--- src/logic/dihs_pkg.sv ---
package dihs_pkg;
  // ****************************************
  // Timing
  // ****************************************
  localparam int CLK_MHZ = 125;
  localparam int START_TIME_US = 1000;
  localparam int TERM_TIME_US = 10000;
  localparam int START_CYC = START_TIME_US * CLK_MHZ;
  localparam int TERM_CYC = TERM_TIME_US * CLK_MHZ;
  localparam int IDLE_CYC_DEF = 1000;
  localparam int ECHO_CYC = 3; // Cycles an own drive echoes back through the synchronisers
  localparam int CNT_W = 24;
  // ****************************************
  // Channel indices
  // ****************************************
  localparam int CH_CLK = 0;
  localparam int CH_DAT = 1;
  // ****************************************
  // States
  // ****************************************
  typedef enum logic [2:0] {
    DIHS_INIT = 3'h0,
    DIHS_STARTUP = 3'h1,
    DIHS_TERM_WAIT = 3'h2,
    DIHS_TERM_TIME = 3'h3,
    DIHS_ARMED = 3'h4,
    DIHS_CONNECTED = 3'h5
  } dihs_state_t;
endpackage

--- src/logic/dihs_bridge.sv ---
`timescale 1ns/10ps
module dihs_bridge #(
  parameter int START_CYCLES = dihs_pkg::START_CYC,
  parameter int TERM_CYCLES = dihs_pkg::TERM_CYC,
  parameter int IDLE_CYCLES = dihs_pkg::IDLE_CYC_DEF
) (
  input wire logic clk_sys_in,
  input wire logic rstn_in,
  input wire logic enable_in,
  input wire logic supply_good_in,
  input wire logic refs_stable_in,
  input wire logic [1:0] card_line_in,
  output logic [1:0] card_line_out,
  output logic [1:0] card_line_oe_out,
  input wire logic [1:0] diff_plus_in,
  input wire logic [1:0] diff_minus_in,
  input wire logic [1:0] minus_below_hi_in,
  input wire logic [1:0] plus_above_lo_in,
  output logic [1:0] diff_plus_out,
  output logic [1:0] diff_plus_oe_out,
  output logic [1:0] diff_minus_out,
  output logic [1:0] diff_minus_oe_out,
  output logic connected_out
);
  // ****************************************
  // Parameter checks
  // ****************************************
  initial begin
    if (START_CYCLES < 1 || START_CYCLES >= (1 << dihs_pkg::CNT_W)) begin
      $error("START_CYCLES out of range");
    end
    if (TERM_CYCLES < 1 || TERM_CYCLES >= (1 << dihs_pkg::CNT_W)) begin
      $error("TERM_CYCLES out of range");
    end
    if (IDLE_CYCLES < 1 || IDLE_CYCLES >= (1 << dihs_pkg::CNT_W)) begin
      $error("IDLE_CYCLES out of range");
    end
  end

  // ****************************************
  // Input synchronisers
  // ****************************************
  localparam int NSYNC = 13;
  logic [NSYNC-1:0] sync1;
  logic [NSYNC-1:0] sync2;
  always_ff @(posedge clk_sys_in or negedge rstn_in) begin
    if (!rstn_in) begin
      sync1 <= '0;
      sync2 <= '0;
    end else begin
      sync1 <= {enable_in, supply_good_in, refs_stable_in, card_line_in, diff_plus_in,
                diff_minus_in, minus_below_hi_in, plus_above_lo_in};
      sync2 <= sync1;
    end
  end
  logic en_s, pwr_s, ref_s;
  logic [1:0] card_s, dp_s, dm_s, mlo_s, phi_s;
  assign {en_s, pwr_s, ref_s, card_s, dp_s, dm_s, mlo_s, phi_s} = sync2;

  // Pair decode: plus above minus is released high
  function automatic logic pair_high(input logic p, input logic m);
    pair_high = p & ~m;
  endfunction

  logic [1:0] diff_high;
  for (genvar g = 0; g < 2; g++) begin : g_dec
    assign diff_high[g] = pair_high(dp_s[g], dm_s[g]);
  end

  // ****************************************
  // State
  // ****************************************
  typedef struct packed {
    dihs_pkg::dihs_state_t st;
    logic [dihs_pkg::CNT_W-1:0] cnt;
    logic [dihs_pkg::CNT_W-1:0] idle_cnt;
    logic [1:0] diff_prev;
    logic stop_seen;
    logic [1:0] drive_diff;
    logic [1:0] drive_card;
    logic [1:0][1:0] echo_hold;
  } dihs_regs_t;
  dihs_regs_t r, next_r;

  logic term_ok;
  assign term_ok = &mlo_s & &phi_s;

  // STOP and idle watch only run once armed and enabled
  logic watch_on;
  assign watch_on = (r.st == dihs_pkg::DIHS_ARMED) && en_s;

  // Sequence, bus watch and per-channel direction
  always_comb begin
    next_r = r;
    // STOP on line: data rises while clock is high
    if (!watch_on) begin
      next_r.stop_seen = 1'b0;
    end else if (diff_high[dihs_pkg::CH_CLK] && r.diff_prev[dihs_pkg::CH_CLK] &&
        diff_high[dihs_pkg::CH_DAT] && !r.diff_prev[dihs_pkg::CH_DAT]) begin
      next_r.stop_seen = 1'b1;
    end else if (!diff_high[dihs_pkg::CH_CLK] || !diff_high[dihs_pkg::CH_DAT]) begin
      next_r.stop_seen = 1'b0;
    end
    next_r.diff_prev = diff_high;
    if (watch_on && &dp_s) begin
      if (r.idle_cnt < dihs_pkg::CNT_W'(IDLE_CYCLES)) begin
        next_r.idle_cnt = r.idle_cnt + 1'b1;
      end
    end else begin
      next_r.idle_cnt = '0;
    end
    next_r.drive_diff = '0;
    next_r.drive_card = '0;
    case (r.st)
      dihs_pkg::DIHS_INIT: begin
        next_r.cnt = '0;
        next_r.echo_hold = '0;
        if (pwr_s && ref_s) begin
          next_r.st = dihs_pkg::DIHS_STARTUP;
        end
      end
      dihs_pkg::DIHS_STARTUP: begin
        next_r.cnt = r.cnt + 1'b1;
        if (r.cnt == dihs_pkg::CNT_W'(START_CYCLES - 1)) begin
          next_r.st = dihs_pkg::DIHS_TERM_WAIT;
          next_r.cnt = '0;
        end
      end
      dihs_pkg::DIHS_TERM_WAIT: begin
        next_r.cnt = '0;
        if (term_ok) begin
          next_r.st = dihs_pkg::DIHS_TERM_TIME;
        end
      end
      dihs_pkg::DIHS_TERM_TIME: begin
        next_r.cnt = r.cnt + 1'b1;
        if (!term_ok) begin
          next_r.st = dihs_pkg::DIHS_TERM_WAIT;
        end else if (r.cnt == dihs_pkg::CNT_W'(TERM_CYCLES - 1)) begin
          next_r.st = dihs_pkg::DIHS_ARMED;
        end
      end
      dihs_pkg::DIHS_ARMED: begin
        if (en_s && ((r.idle_cnt == dihs_pkg::CNT_W'(IDLE_CYCLES)) ||
                     (&card_s && r.stop_seen))) begin
          next_r.st = dihs_pkg::DIHS_CONNECTED;
        end
      end
      dihs_pkg::DIHS_CONNECTED: begin
        for (int c = 0; c < 2; c++) begin
          // Receiver owns the channel while the line is low; own echo is ignored
          if (r.echo_hold[c] != 2'h0) begin
            next_r.echo_hold[c] = r.echo_hold[c] - 2'h1;
          end else if (!r.drive_diff[c] && !diff_high[c]) begin
            next_r.drive_card[c] = 1'b1;
          end else if (!r.drive_card[c] && !card_s[c]) begin
            next_r.drive_diff[c] = 1'b1;
          end
          // Release starts a hold so the stale echo cannot turn the channel around
          if ((r.drive_diff[c] || r.drive_card[c]) && !next_r.drive_diff[c] &&
              !next_r.drive_card[c]) begin
            next_r.echo_hold[c] = 2'(dihs_pkg::ECHO_CYC);
          end
        end
        if (!en_s || !term_ok) begin
          next_r.st = dihs_pkg::DIHS_INIT;
          next_r.drive_diff = '0;
          next_r.drive_card = '0;
        end
      end
      default: next_r.st = dihs_pkg::DIHS_INIT;
    endcase
    if (!pwr_s) begin
      next_r.st = dihs_pkg::DIHS_INIT;
      next_r.drive_diff = '0;
      next_r.drive_card = '0;
    end
  end

  always_ff @(posedge clk_sys_in or negedge rstn_in) begin
    if (!rstn_in) begin
      r <= '0;
    end else begin
      r <= next_r;
    end
  end

  // ****************************************
  // Pin drive
  // ****************************************
  // Reversed polarity: plus pulled low, minus driven high
  assign card_line_out = '0;
  assign card_line_oe_out = r.drive_card;
  assign diff_plus_out = '0;
  assign diff_plus_oe_out = r.drive_diff;
  assign diff_minus_out = r.drive_diff;
  assign diff_minus_oe_out = r.drive_diff;
  assign connected_out = (r.st == dihs_pkg::DIHS_CONNECTED);

  // ****************************************
  // Assertions
  // ****************************************
  property p_en_low_no_connect;
    @(posedge clk_sys_in) disable iff (!rstn_in)
      !en_s |=> !connected_out;
  endproperty
  a_en_low_no_connect: assert property (p_en_low_no_connect)
    else $error("connected while enable low");

  property p_connect_cause;
    @(posedge clk_sys_in) disable iff (!rstn_in)
      $rose(connected_out) |-> $past(r.st) == dihs_pkg::DIHS_ARMED && $past(en_s);
  endproperty
  a_connect_cause: assert property (p_connect_cause)
    else $error("connect without armed and enable");

  property p_init_released;
    @(posedge clk_sys_in) disable iff (!rstn_in)
      r.st == dihs_pkg::DIHS_INIT |-> card_line_oe_out == '0 && diff_plus_oe_out == '0
        && diff_minus_oe_out == '0;
  endproperty
  a_init_released: assert property (p_init_released)
    else $error("pin driven during init");

  property p_startup_len;
    @(posedge clk_sys_in) disable iff (!rstn_in)
      $rose(r.st == dihs_pkg::DIHS_TERM_WAIT) && $past(r.st) == dihs_pkg::DIHS_STARTUP
        |-> $past(r.cnt) == dihs_pkg::CNT_W'(START_CYCLES - 1);
  endproperty
  a_startup_len: assert property (p_startup_len)
    else $error("startup timer wrong length");

  property p_term_start;
    @(posedge clk_sys_in) disable iff (!rstn_in)
      r.st == dihs_pkg::DIHS_TERM_WAIT && term_ok && pwr_s |=>
        r.st == dihs_pkg::DIHS_TERM_TIME;
  endproperty
  a_term_start: assert property (p_term_start)
    else $error("termination timer not started");

  property p_armed_len;
    @(posedge clk_sys_in) disable iff (!rstn_in)
      r.st == dihs_pkg::DIHS_ARMED && $past(r.st) == dihs_pkg::DIHS_TERM_TIME
        |-> $past(r.cnt) == dihs_pkg::CNT_W'(TERM_CYCLES - 1);
  endproperty
  a_armed_len: assert property (p_armed_len)
    else $error("termination timer wrong length");

  property p_power_loss;
    @(posedge clk_sys_in) disable iff (!rstn_in)
      !pwr_s |=> r.st == dihs_pkg::DIHS_INIT;
  endproperty
  a_power_loss: assert property (p_power_loss)
    else $error("no restart after power loss");

  property p_one_role;
    @(posedge clk_sys_in) disable iff (!rstn_in)
      (r.drive_diff & r.drive_card) == 2'h0;
  endproperty
  a_one_role: assert property (p_one_role)
    else $error("channel drives both sides");

  property p_reverse_pulls;
    @(posedge clk_sys_in) disable iff (!rstn_in)
      connected_out && en_s && term_ok && pwr_s && r.drive_diff == 2'h0 && !diff_high[0]
        && r.echo_hold[0] == 2'h0 |=> card_line_oe_out[0];
  endproperty
  a_reverse_pulls: assert property (p_reverse_pulls)
    else $error("reversed pair not passed to card");

  property p_echo_hold;
    @(posedge clk_sys_in) disable iff (!rstn_in)
      $fell(r.drive_card[0]) |=> !r.drive_diff[0];
  endproperty
  a_echo_hold: assert property (p_echo_hold)
    else $error("echo of own drive turned channel around");

  c_connect: cover property (@(posedge clk_sys_in) $rose(connected_out));
  c_drive_line: cover property (@(posedge clk_sys_in) |diff_plus_oe_out);
  c_drive_card: cover property (@(posedge clk_sys_in) |card_line_oe_out);
endmodule

--- config.mk ---
export PLATFORM = sky130hd
export DESIGN_NAME = dihs_bridge
export DESIGN_NICKNAME = d
export VERILOG_FILES = /design/src/logic/dihs_pkg.sv /design/src/logic/dihs_bridge.sv
export SDC_FILE = /design/constraint.sdc
export NUM_CORES = 1
export LEC_CHECK = 0
export ABC_AREA = 1
export BUFFER_PORTS_ARGS = -buffer_cell sky130_fd_sc_hd__buf_4
export CORE_ASPECT_RATIO = 1.4
export CORE_MARGIN = 4
export CORE_UTILIZATION = 25
export DETAILED_ROUTE_END_ITERATION = 8
export RECOVER_POWER = 100
export SYNTH_ARGS = -nofsm -noshare
export SYNTH_HDL_FRONTEND = slang
export SYNTH_SLANG_ARGS = --single-unit
--- constraint.sdc ---
create_clock -name clk_sys_in -period 1.6 [get_ports clk_sys_in]
set_input_delay 0 -clock clk_sys_in [delete_from_list [all_inputs] [get_ports clk_sys_in]]
set_output_delay 0 -clock clk_sys_in [all_outputs]
set_load 0.05 [all_outputs]
---- Word level (Yosys, flattened, before mapping) ----
Index checks and enable logic that the tools add are counted.
word-level totals
  memory bits (read-only) ................. 0
  word-level logic and storage cells ...... 125
  memories ................................ 0
  bits of input ports ..................... 15
  register bits after elaboration ......... 88
  output and inout port bits .............. 13
  bits in latches ......................... 0
  bits in writable memories ............... 0
cells by class
  order comparisons ....................... 1
  div/mod/pow operators ................... 0
  shift operators ......................... 0
  mux-type cells .......................... 37
  reductions and logical operators ........ 49
  bitwise gates (word level) .............. 5
  add/sub/neg operators ................... 4
  $mul .................................... 0
  eq/ne operators ......................... 18
operators by type and width
  operator                                                                 count
  24-bit one-hot mux with 3 select lines                                   1
  24-bit by 1-bit adder with 24-bit output (second input constant)         2
  24-bit two-way mux                                                       2
  27-bit two-way mux                                                       1
  24-bit by 10-bit == test with 1-bit output (second input constant)       1
  24-bit by 17-bit == test with 1-bit output (second input constant)       1
  24-bit by 21-bit == test with 1-bit output (second input constant)       1
  24-bit by 10-bit < comparator with 1-bit output (second input constant)  1
  3-bit two-way mux                                                        7
  3-bit one-hot mux with 6 select lines                                    1
  1-bit two-way mux                                                        17
  1-bit logical AND                                                        16
  1-bit zero test                                                          15
  4-bit two-way mux                                                        3
  2-bit AND reduction                                                      6
  3-bit by 1-bit != test with 1-bit output (second input constant)         3
  3-bit != test (second input constant)                                    3
  2-bit two-way mux                                                        4
  4-bit one-hot mux with 2 select lines                                    1
  3-bit by 2-bit == test with 1-bit output (second input constant)         2
  3-bit == test (second input constant)                                    2
  3-bit by 2-bit != test with 1-bit output (second input constant)         2
  6-bit AND reduction                                                      1
  2-bit nonzero test                                                       3
  10 further kinds                                                         18

---- Logic depth before layout (Yosys ltp) ----
Gate-level depths: netlist (run 1).
  word-level depth ........................ 12
  mapped depth ............................ 11
  depth with buffers taken out ............ 11

---- Worst setup path after synthesis (run 1) ----
OpenSTA, ideal clock, no wires.
  kind .................................... flip-flop to flip-flop
  start ................................... register r[60] (netlist bit)
  end ..................................... register r[59] (netlist bit)
  buffers on the path ..................... 0
  arrival ................................. 1.536 ns
  stages on the path, launching flop included .. 11
  slack ................................... -0.002 ns
  required time ........................... 1.535 ns
  cells stage by stage .................... dfrtp_1 -> inv_1 -> nand2_1 -> nor2_4 -> nand3_2 -> o21a_1 -> nand2_1 -> nor2_2 -> nand2_1 -> nand2_1 -> nand2_1
on the way
  cells in the longest elaborated chain, start to end .. 3
  elaborated cells on any way between the ends .. 15
  those cells by class .................... eq/ne: 11; mux: 2; reduce/logical: 2
ends and longest elaborated chain
  element                                                                                                      RTL line            RTL
  from (decl)                                                                                                  dihs_bridge.sv:83   dihs_regs_t r, next_r;
  from (signal assigned)                                                                                       dihs_bridge.sv:184  r <= next_r;
  3-bit == test *                                                                                              n/a
  named net connected_out                                                                                      dihs_bridge.sv:23   output logic connected_out
  3-bit by 2-bit != test with 1-bit output (no line) or 3-bit one-hot mux with 6 select lines (tied branches)  n/a
  6-bit AND reduction (no line) or 3-bit two-way mux (tied branches)                                           n/a
The timed path passes the listed nets; every way through them passes the cells marked *.
A chain may end at the register's enable or synchronous reset.

---- Final worst setup path (run 1) ----
  start ................................... register r[39] (netlist bit)
  end ..................................... register r[61] (netlist bit)
on the way
  cells in the longest elaborated chain, start to end .. 3
  elaborated cells on any way between the ends .. 5
  those cells by class .................... eq/ne: 4; reduce/logical: 1
ends and longest elaborated chain
  element                                                                                                   RTL line
  24-bit by 21-bit == test with 1-bit output or 24-bit by 17-bit == test with 1-bit output (tied branches)  dihs_bridge.sv:139, dihs_bridge.sv:124
  4-bit != test (no line) or 3-bit != test (tied branches)                                                  n/a
  6-bit AND reduction (no line) *                                                                           n/a
Every way passes the cells marked *; elsewhere a longest branch is shown, timed or not.

==> results of run 1 <==
Yosys cell counts, types with 2 or more instances:
library cell    n  share of area
nor3_1         10          0.012
o31ai_1         2         0.0035
a21oi_1        12          0.014
nor2_2          5         0.0073
nor4_1          2         0.0029
ha_1            5          0.015
inv_2           4         0.0035
buf_2           3         0.0035
nand2_1       120           0.11
o211ai_1        2         0.0035
nand2_2         3         0.0044
o21bai_1        2         0.0035
xor2_1          4         0.0082
nor2_1        101          0.089
inv_1          69          0.061
nor3b_1         3         0.0053
nor3_2          3         0.0070
nand4_1        11          0.016
buf_4          13          0.023
o21ai_0        10          0.012
nand4_2         2         0.0059
nand3_1        44          0.052
nand3_2         2         0.0047
or2_2           2         0.0029
dfrtp_1        88           0.52
through the flow:
stage          setup slack, ns  TNS, ns  std cells
6_report                0.0462        0        823
5_1_grt                -0.0619   -0.630        823
4_1_cts                0.00289        0        817
3_5_place_dp           -0.0269  -0.0703        787
3_3_place_gp           -0.0139  -0.0412        787
2_1_floorplan           0.0111        0        535
cells by family after synthesis:
| group | synth area share |
|---|---|
| buf+inv | 0.0960 |
| other cells | 0.000878 |
| simple gates | 0.322 |
| fa+ha+maj | 0.0146 |
| xor+xnor | 0.00820 |
| flops | 0.515 |
| compound gates | 0.0433 |
layout make-up:
type                            count  area (µm²)  area share
Inverter                           74         283      0.0514
Timing Repair Buffer               87         671       0.122
Sequential cell                    88        2210       0.401
Clock buffer                        9         225      0.0409
Clock inverter                      7        87.6      0.0159
Tap cell                          203         254      0.0461
Multi-Input combinational cell    355        1780       0.323
sequential cells by signal, summed over array words and instances (netlist names):
signal	flops
sync2	13
sync1	13
diff_minus_oe_out	2
card_line_oe_out	2
r	58
report_power, final:
part	internal, mW	switching (mW)
sequential	2.29	0.0312
combinational	0.214	0.335
clock	1.25	0.943
total	3.75	1.31
worst max-delay path by stage:
| stage | startpoint | to | cells past startpoint |
|---|---|---|---|
| 6_report | r[39]$_DFFE_PN0P_ | r[61]$_DFFE_PN0P_ | 11 |
| 5_1_grt | r[21]$_DFFE_PN0P_ | r[14]$_DFFE_PN0P_ | 8 |
| 4_1_cts | r[40]$_DFFE_PN0P_ | r[61]$_DFFE_PN0P_ | 11 |
| 3_5_place_dp | r[35]$_DFFE_PN0P_ | r[61]$_DFFE_PN0P_ | 10 |
| 3_3_place_gp | r[35]$_DFFE_PN0P_ | r[60]$_DFFE_PN0P_ | 10 |
| 2_1_floorplan | r[60]$_DFFE_PN0P_ | r[59]$_DFFE_PN0P_ | 10 |
routing by layer:
metal	share of wire	vias up	routed length (µm)	track usage
met4	0.016	0	147	0.0353
met5	0	-	0	0
met3	0.023	10	209	0.0181
met2	0.54	45	4950	0.187
li1	-	1820	-	-
met1	0.42	1665	3870	0.104
worst max-delay path, cell delays in order, from the launching register on:
cell and delay [ns]:
dfrtp_1 0.42, nor2_2 0.17, buf_4 0.13, nand2_2 0.04, nor2_1 0.08, nand3_1 0.11, nand2_1 0.09, nand2_2 0.07
nor2_4 0.12, nand2_2 0.09, nand2_2 0.07, nand2_2 0.05
timing repair:
| action | 4_1_cts | 5_1_grt |
|---|---|---|
| endpoints found under the hold margin | 101 | 0 |
| cloned | 0 | 0 |
| hold buffers | 14 | 0 |
| setup buffers | 0 | 6 |
| gates resized for setup | 4 | 48 |
| setup endpoints to repair | 4 | 36 |
| pin swaps | 1 | 21 |
==> run metrics, run 1 <==
Slew headroom=0.253; final WL=9180 µm; fin area=5510 µm²; grt ovf=0; P per Cell Area=919 nW/µm²; Chip Width=118 µm; Clock Skew=0.00741 ns; Clock Pin Slew Worst Setup and Hold Paths=0.07 ns; f_max=0.644 GHz; hold_sp=diff_plus_in[0]; Hold Path End=sync1[6]$_DFF_PN0_; CP endpoint kind=flop; most common cell after layout, fill and taps aside=nand2_1; hold_ws=0.322 ns; Post-synth EDFFs=0; hold path depth=2; Layout area overhead=28.9%; Tcrit/Tclk final=0.971; Final Hold Viols=0; layout cells sized above 1=0.226; R2R setup slack=0.05 ns; Buffers on Ports=23; Placer Congestion=0.845; reg-to-reg startpoint=r[39]$_DFFE_PN0P_; post-synthesis sequential area ratio=0.515; fin. max-slew vios=0; synthesized cell area=4270 µm²; Crit path required time=1.83 ns; #FFs+latches synth=88; global-route wire length before repair=15400 µm; HPWL after detailed placement=6590 µm; Peak VDD IR=0.668 mV; Post-route DRC=0; Leak=2.58 nW; vias per cell=4.30; cells after synthesis=532; largest net degree at the start of global routing=89; startpoint types=flop; FP Rows=56; Core Box Area=16700 µm²; Period minus WS final=1.55 ns; CP Class=flop to flop; RSZ-0062 raised after global routing=true; post-route ant nets=0; final core utilization=0.329; syn_area_per_cell=8.03 µm²; Final Power=5.06 mW; RR Endpoint=r[61]$_DFFE_PN0P_; crit-path max FO=4; vias in the first global route=3517; Max-Cap Viols=0; via count=3540; nets@finish=635; H-tree levels=3; WP data arrival=1.79 ns; GRT Total Usage=0.0967; Initial Utilization=0.255; Pre-Repair DR Iteration Count=4; I/O Pins=28; Post-synth top flop=dfrtp_1; die area=19300 µm²; slew of the pin with the lowest slew margin=1.12 ns; 1st-iter DRT viols=177; Die Span Y=163 µm; Async SR Flop Fraction=1.00; CTS sink cnt=88; commonest non-fill, non-tap cells in the layout=110 x nand2_1, 88 x nor2_1, 85 x dfrtp_1; initial antenna violation count=0; worst skew pair latency=0.34 ns; unique cell type count in the Yosys netlist=35; reg2reg path depth=11; status=finished clean; CTS tree=built; number of buffers created by CTS=9; Routed WL per cell=11.2 µm; root buf cell=clkbuf_16; Worst Hold Class=input pin to flop; final setup vio count=0; antenna cell count=0; fillers=1737; Max Root-Sink Buffers=2; Yosys warnings=0; Cell Area, Placed=4930 µm²
(Power assumes the default switching activity.)
==> inputs of run 2 (changes only) <==
--- a/config.mk
+++ b/config.mk
@@ -9,8 +9,10 @@
 export BUFFER_PORTS_ARGS = -buffer_cell sky130_fd_sc_hd__buf_4
 export CORE_ASPECT_RATIO = 1.4
 export CORE_MARGIN = 4
-export CORE_UTILIZATION = 25
+export CORE_UTILIZATION = 35
+export CTS_BUF_LIST = sky130_fd_sc_hd__clkbuf_4 sky130_fd_sc_hd__clkbuf_8
 export DETAILED_ROUTE_END_ITERATION = 8
+export GPL_TIMING_DRIVEN = 0
 export RECOVER_POWER = 100
 export SYNTH_ARGS = -nofsm -noshare
 export SYNTH_HDL_FRONTEND = slang
==> run metrics, run 2 (same netlist as run 1, synthesis figures left out) <==
Period minus WS final=1.60 ns; Max Root-Sink Buffers=2; HPWL after detailed placement=6430 µm; grt ovf=0; Slew headroom=0.212; Biggest register=r; CP Class=flop to flop; CP startpoint=r[36]$_DFFE_PN0P_; placed insts=705; root buf cell=clkbuf_8; FP Rows=47; Cell Area, Placed=4640 µm²; Crit path top cell by count=nand2_1; final core utilization=0.447; Post-route DRC=0; P per Cell Area=885 nW/µm²; reg-to-reg startpoint=r[36]$_DFFE_PN0P_; fin area=5310 µm²; via count=3624; most common cell after layout, fill and taps aside=nand2_1; Tcrit/Tclk final=1.00; WP data arrival=1.91 ns; multi-input logic area=1820 µm²; final setup vio count=1; critical path's slowest cell=dfrtp_1; hold_sp=card_line_in[1]; Initial Utilization=0.360; CTS sink cnt=88; RSZ-0062 raised after global routing=true; Buffers on Ports=23; commonest non-fill, non-tap cells in the layout=115 x nand2_1, 85 x nor2_1, 79 x dfrtp_1; antenna cell count=0; Pre-Repair DR Iteration Count=4; slew of the pin with the lowest slew margin=1.18 ns; Leak=2.50 nW; post-route ant nets=0; I/O Pins=28; final WL=9370 µm; Top delay family on crit path=simple AND/OR/NAND/NOR gates; Core Box Area=11900 µm²; vias in the first global route=3504; nets@finish=622; status=finished, violations left; layout cells sized above 1=0.226; Final Power=4.70 mW; Max-Cap Viols=0; Clock Pin Slew Worst Setup and Hold Paths=0.10 ns; Crit path required time=1.91 ns; CP max stage delay=0.44 ns; Routed WL per cell=12.4 µm; Final Hold Viols=0; hold_ws=0.292 ns; fin. max-slew vios=0; largest registers=r: 58 flops, sync1: 13 flops, sync2: 13 flops; Layout area overhead=24.2%; Die Span Y=139 µm; Chip Width=101 µm; Seq. cell area=2210 µm²; global-route wire length before repair=15500 µm; CP endpoint kind=flop; worst skew pair latency=0.37 ns; GRT Total Usage=0.136; cell breakdown of the critical path=ha_4 > nand3_4 > nor2_1 > nand3_1 > nand2_1 > nand2_1 > nor2_2 > buf_4 > nand3_2 > nand2_1; Peak VDD IR=0.748 mV; max FFs per register=58; number of buffers created by CTS=9; dpl ws=-0.124 ns; fin cells=754; total negative slack=-0.000677 ns; 1st-iter DRT viols=160; Worst Path Buf+Inv=1; startpoint types=flop; Clock Skew=0.0132 ns; fillers=1209; vias per cell=4.81; Worst Hold Class=input pin to flop; failing checks=negative setup slack; CTS tree=built; largest net degree at the start of global routing=89; H-tree levels=3; initial antenna violation count=0; die area=14100 µm²; f_max=0.625 GHz; fin worst setup slack=-0.000677 ns; Placer Congestion=0.836; crit-path max FO=5
run 2: final cells by class:
cell class	instances	area share
clock buffers	9	0.0233
inverters	74	0.0537
clock inverters	7	0.0193
repair buffers	55	0.0825
well taps	147	0.0346
multi-input cells	356	0.344
flip-flops and latches	88	0.417
plain buffers	18	0.0259
run 2: report_power, final:
| part | total, mW | internal (mW) | switching (mW) | leakage [nW] |
|---|---|---|---|---|
| Clock | 1.74 | 0.896 | 0.842 | 0.110 |
| Sequential | 2.36 | 2.29 | 0.0646 | 1.15 |
| Combinational | 0.607 | 0.266 | 0.341 | 1.24 |
run 2: routing by layer:
layer	global-route usage	wire, µm
met5	0	0
met4	0.0490	201
met3	0.0272	212
met2	0.246	5130
met1	0.154	3820
run 2: repair_timing:
action,in CTS,in global routing
pin swaps,4,21
hold endpoints to repair,101,0
gates resized for setup,15,49
setup buffers,9,8
setup endpoints to repair,39,51
hold buffers,14,0
cloned,0,2
run 2: path summary, 6_finish.rpt:
kind	cells past startpoint	end	slack [ns]
setup / recovery	10	r[60]$_DFFE_PN0P_	-0.0007
hold / removal	2	sync1[9]$_DFF_PN0_	0.29
setup reg to reg	10	r[60]$_DFFE_PN0P_	-0.0007
hold reg to reg	0	sync2[12]$_DFF_PN0_	0.35
max in group asynchronous	2	sync2[6]$_DFF_PN0_	0.34
min in group asynchronous	2	r[52]$_DFFE_PN0P_	0.44
run 2: worst register-to-register path, cell delays in order, from the launching register on:
cell and delay [ns]:
dfrtp_1 0.44, ha_4 0.20, nand3_4 0.11, nor2_1 0.10, nand3_1 0.11, nand2_1 0.08
nand2_1 0.06, nor2_2 0.16, buf_4 0.15, nand3_2 0.07, nand2_1 0.07
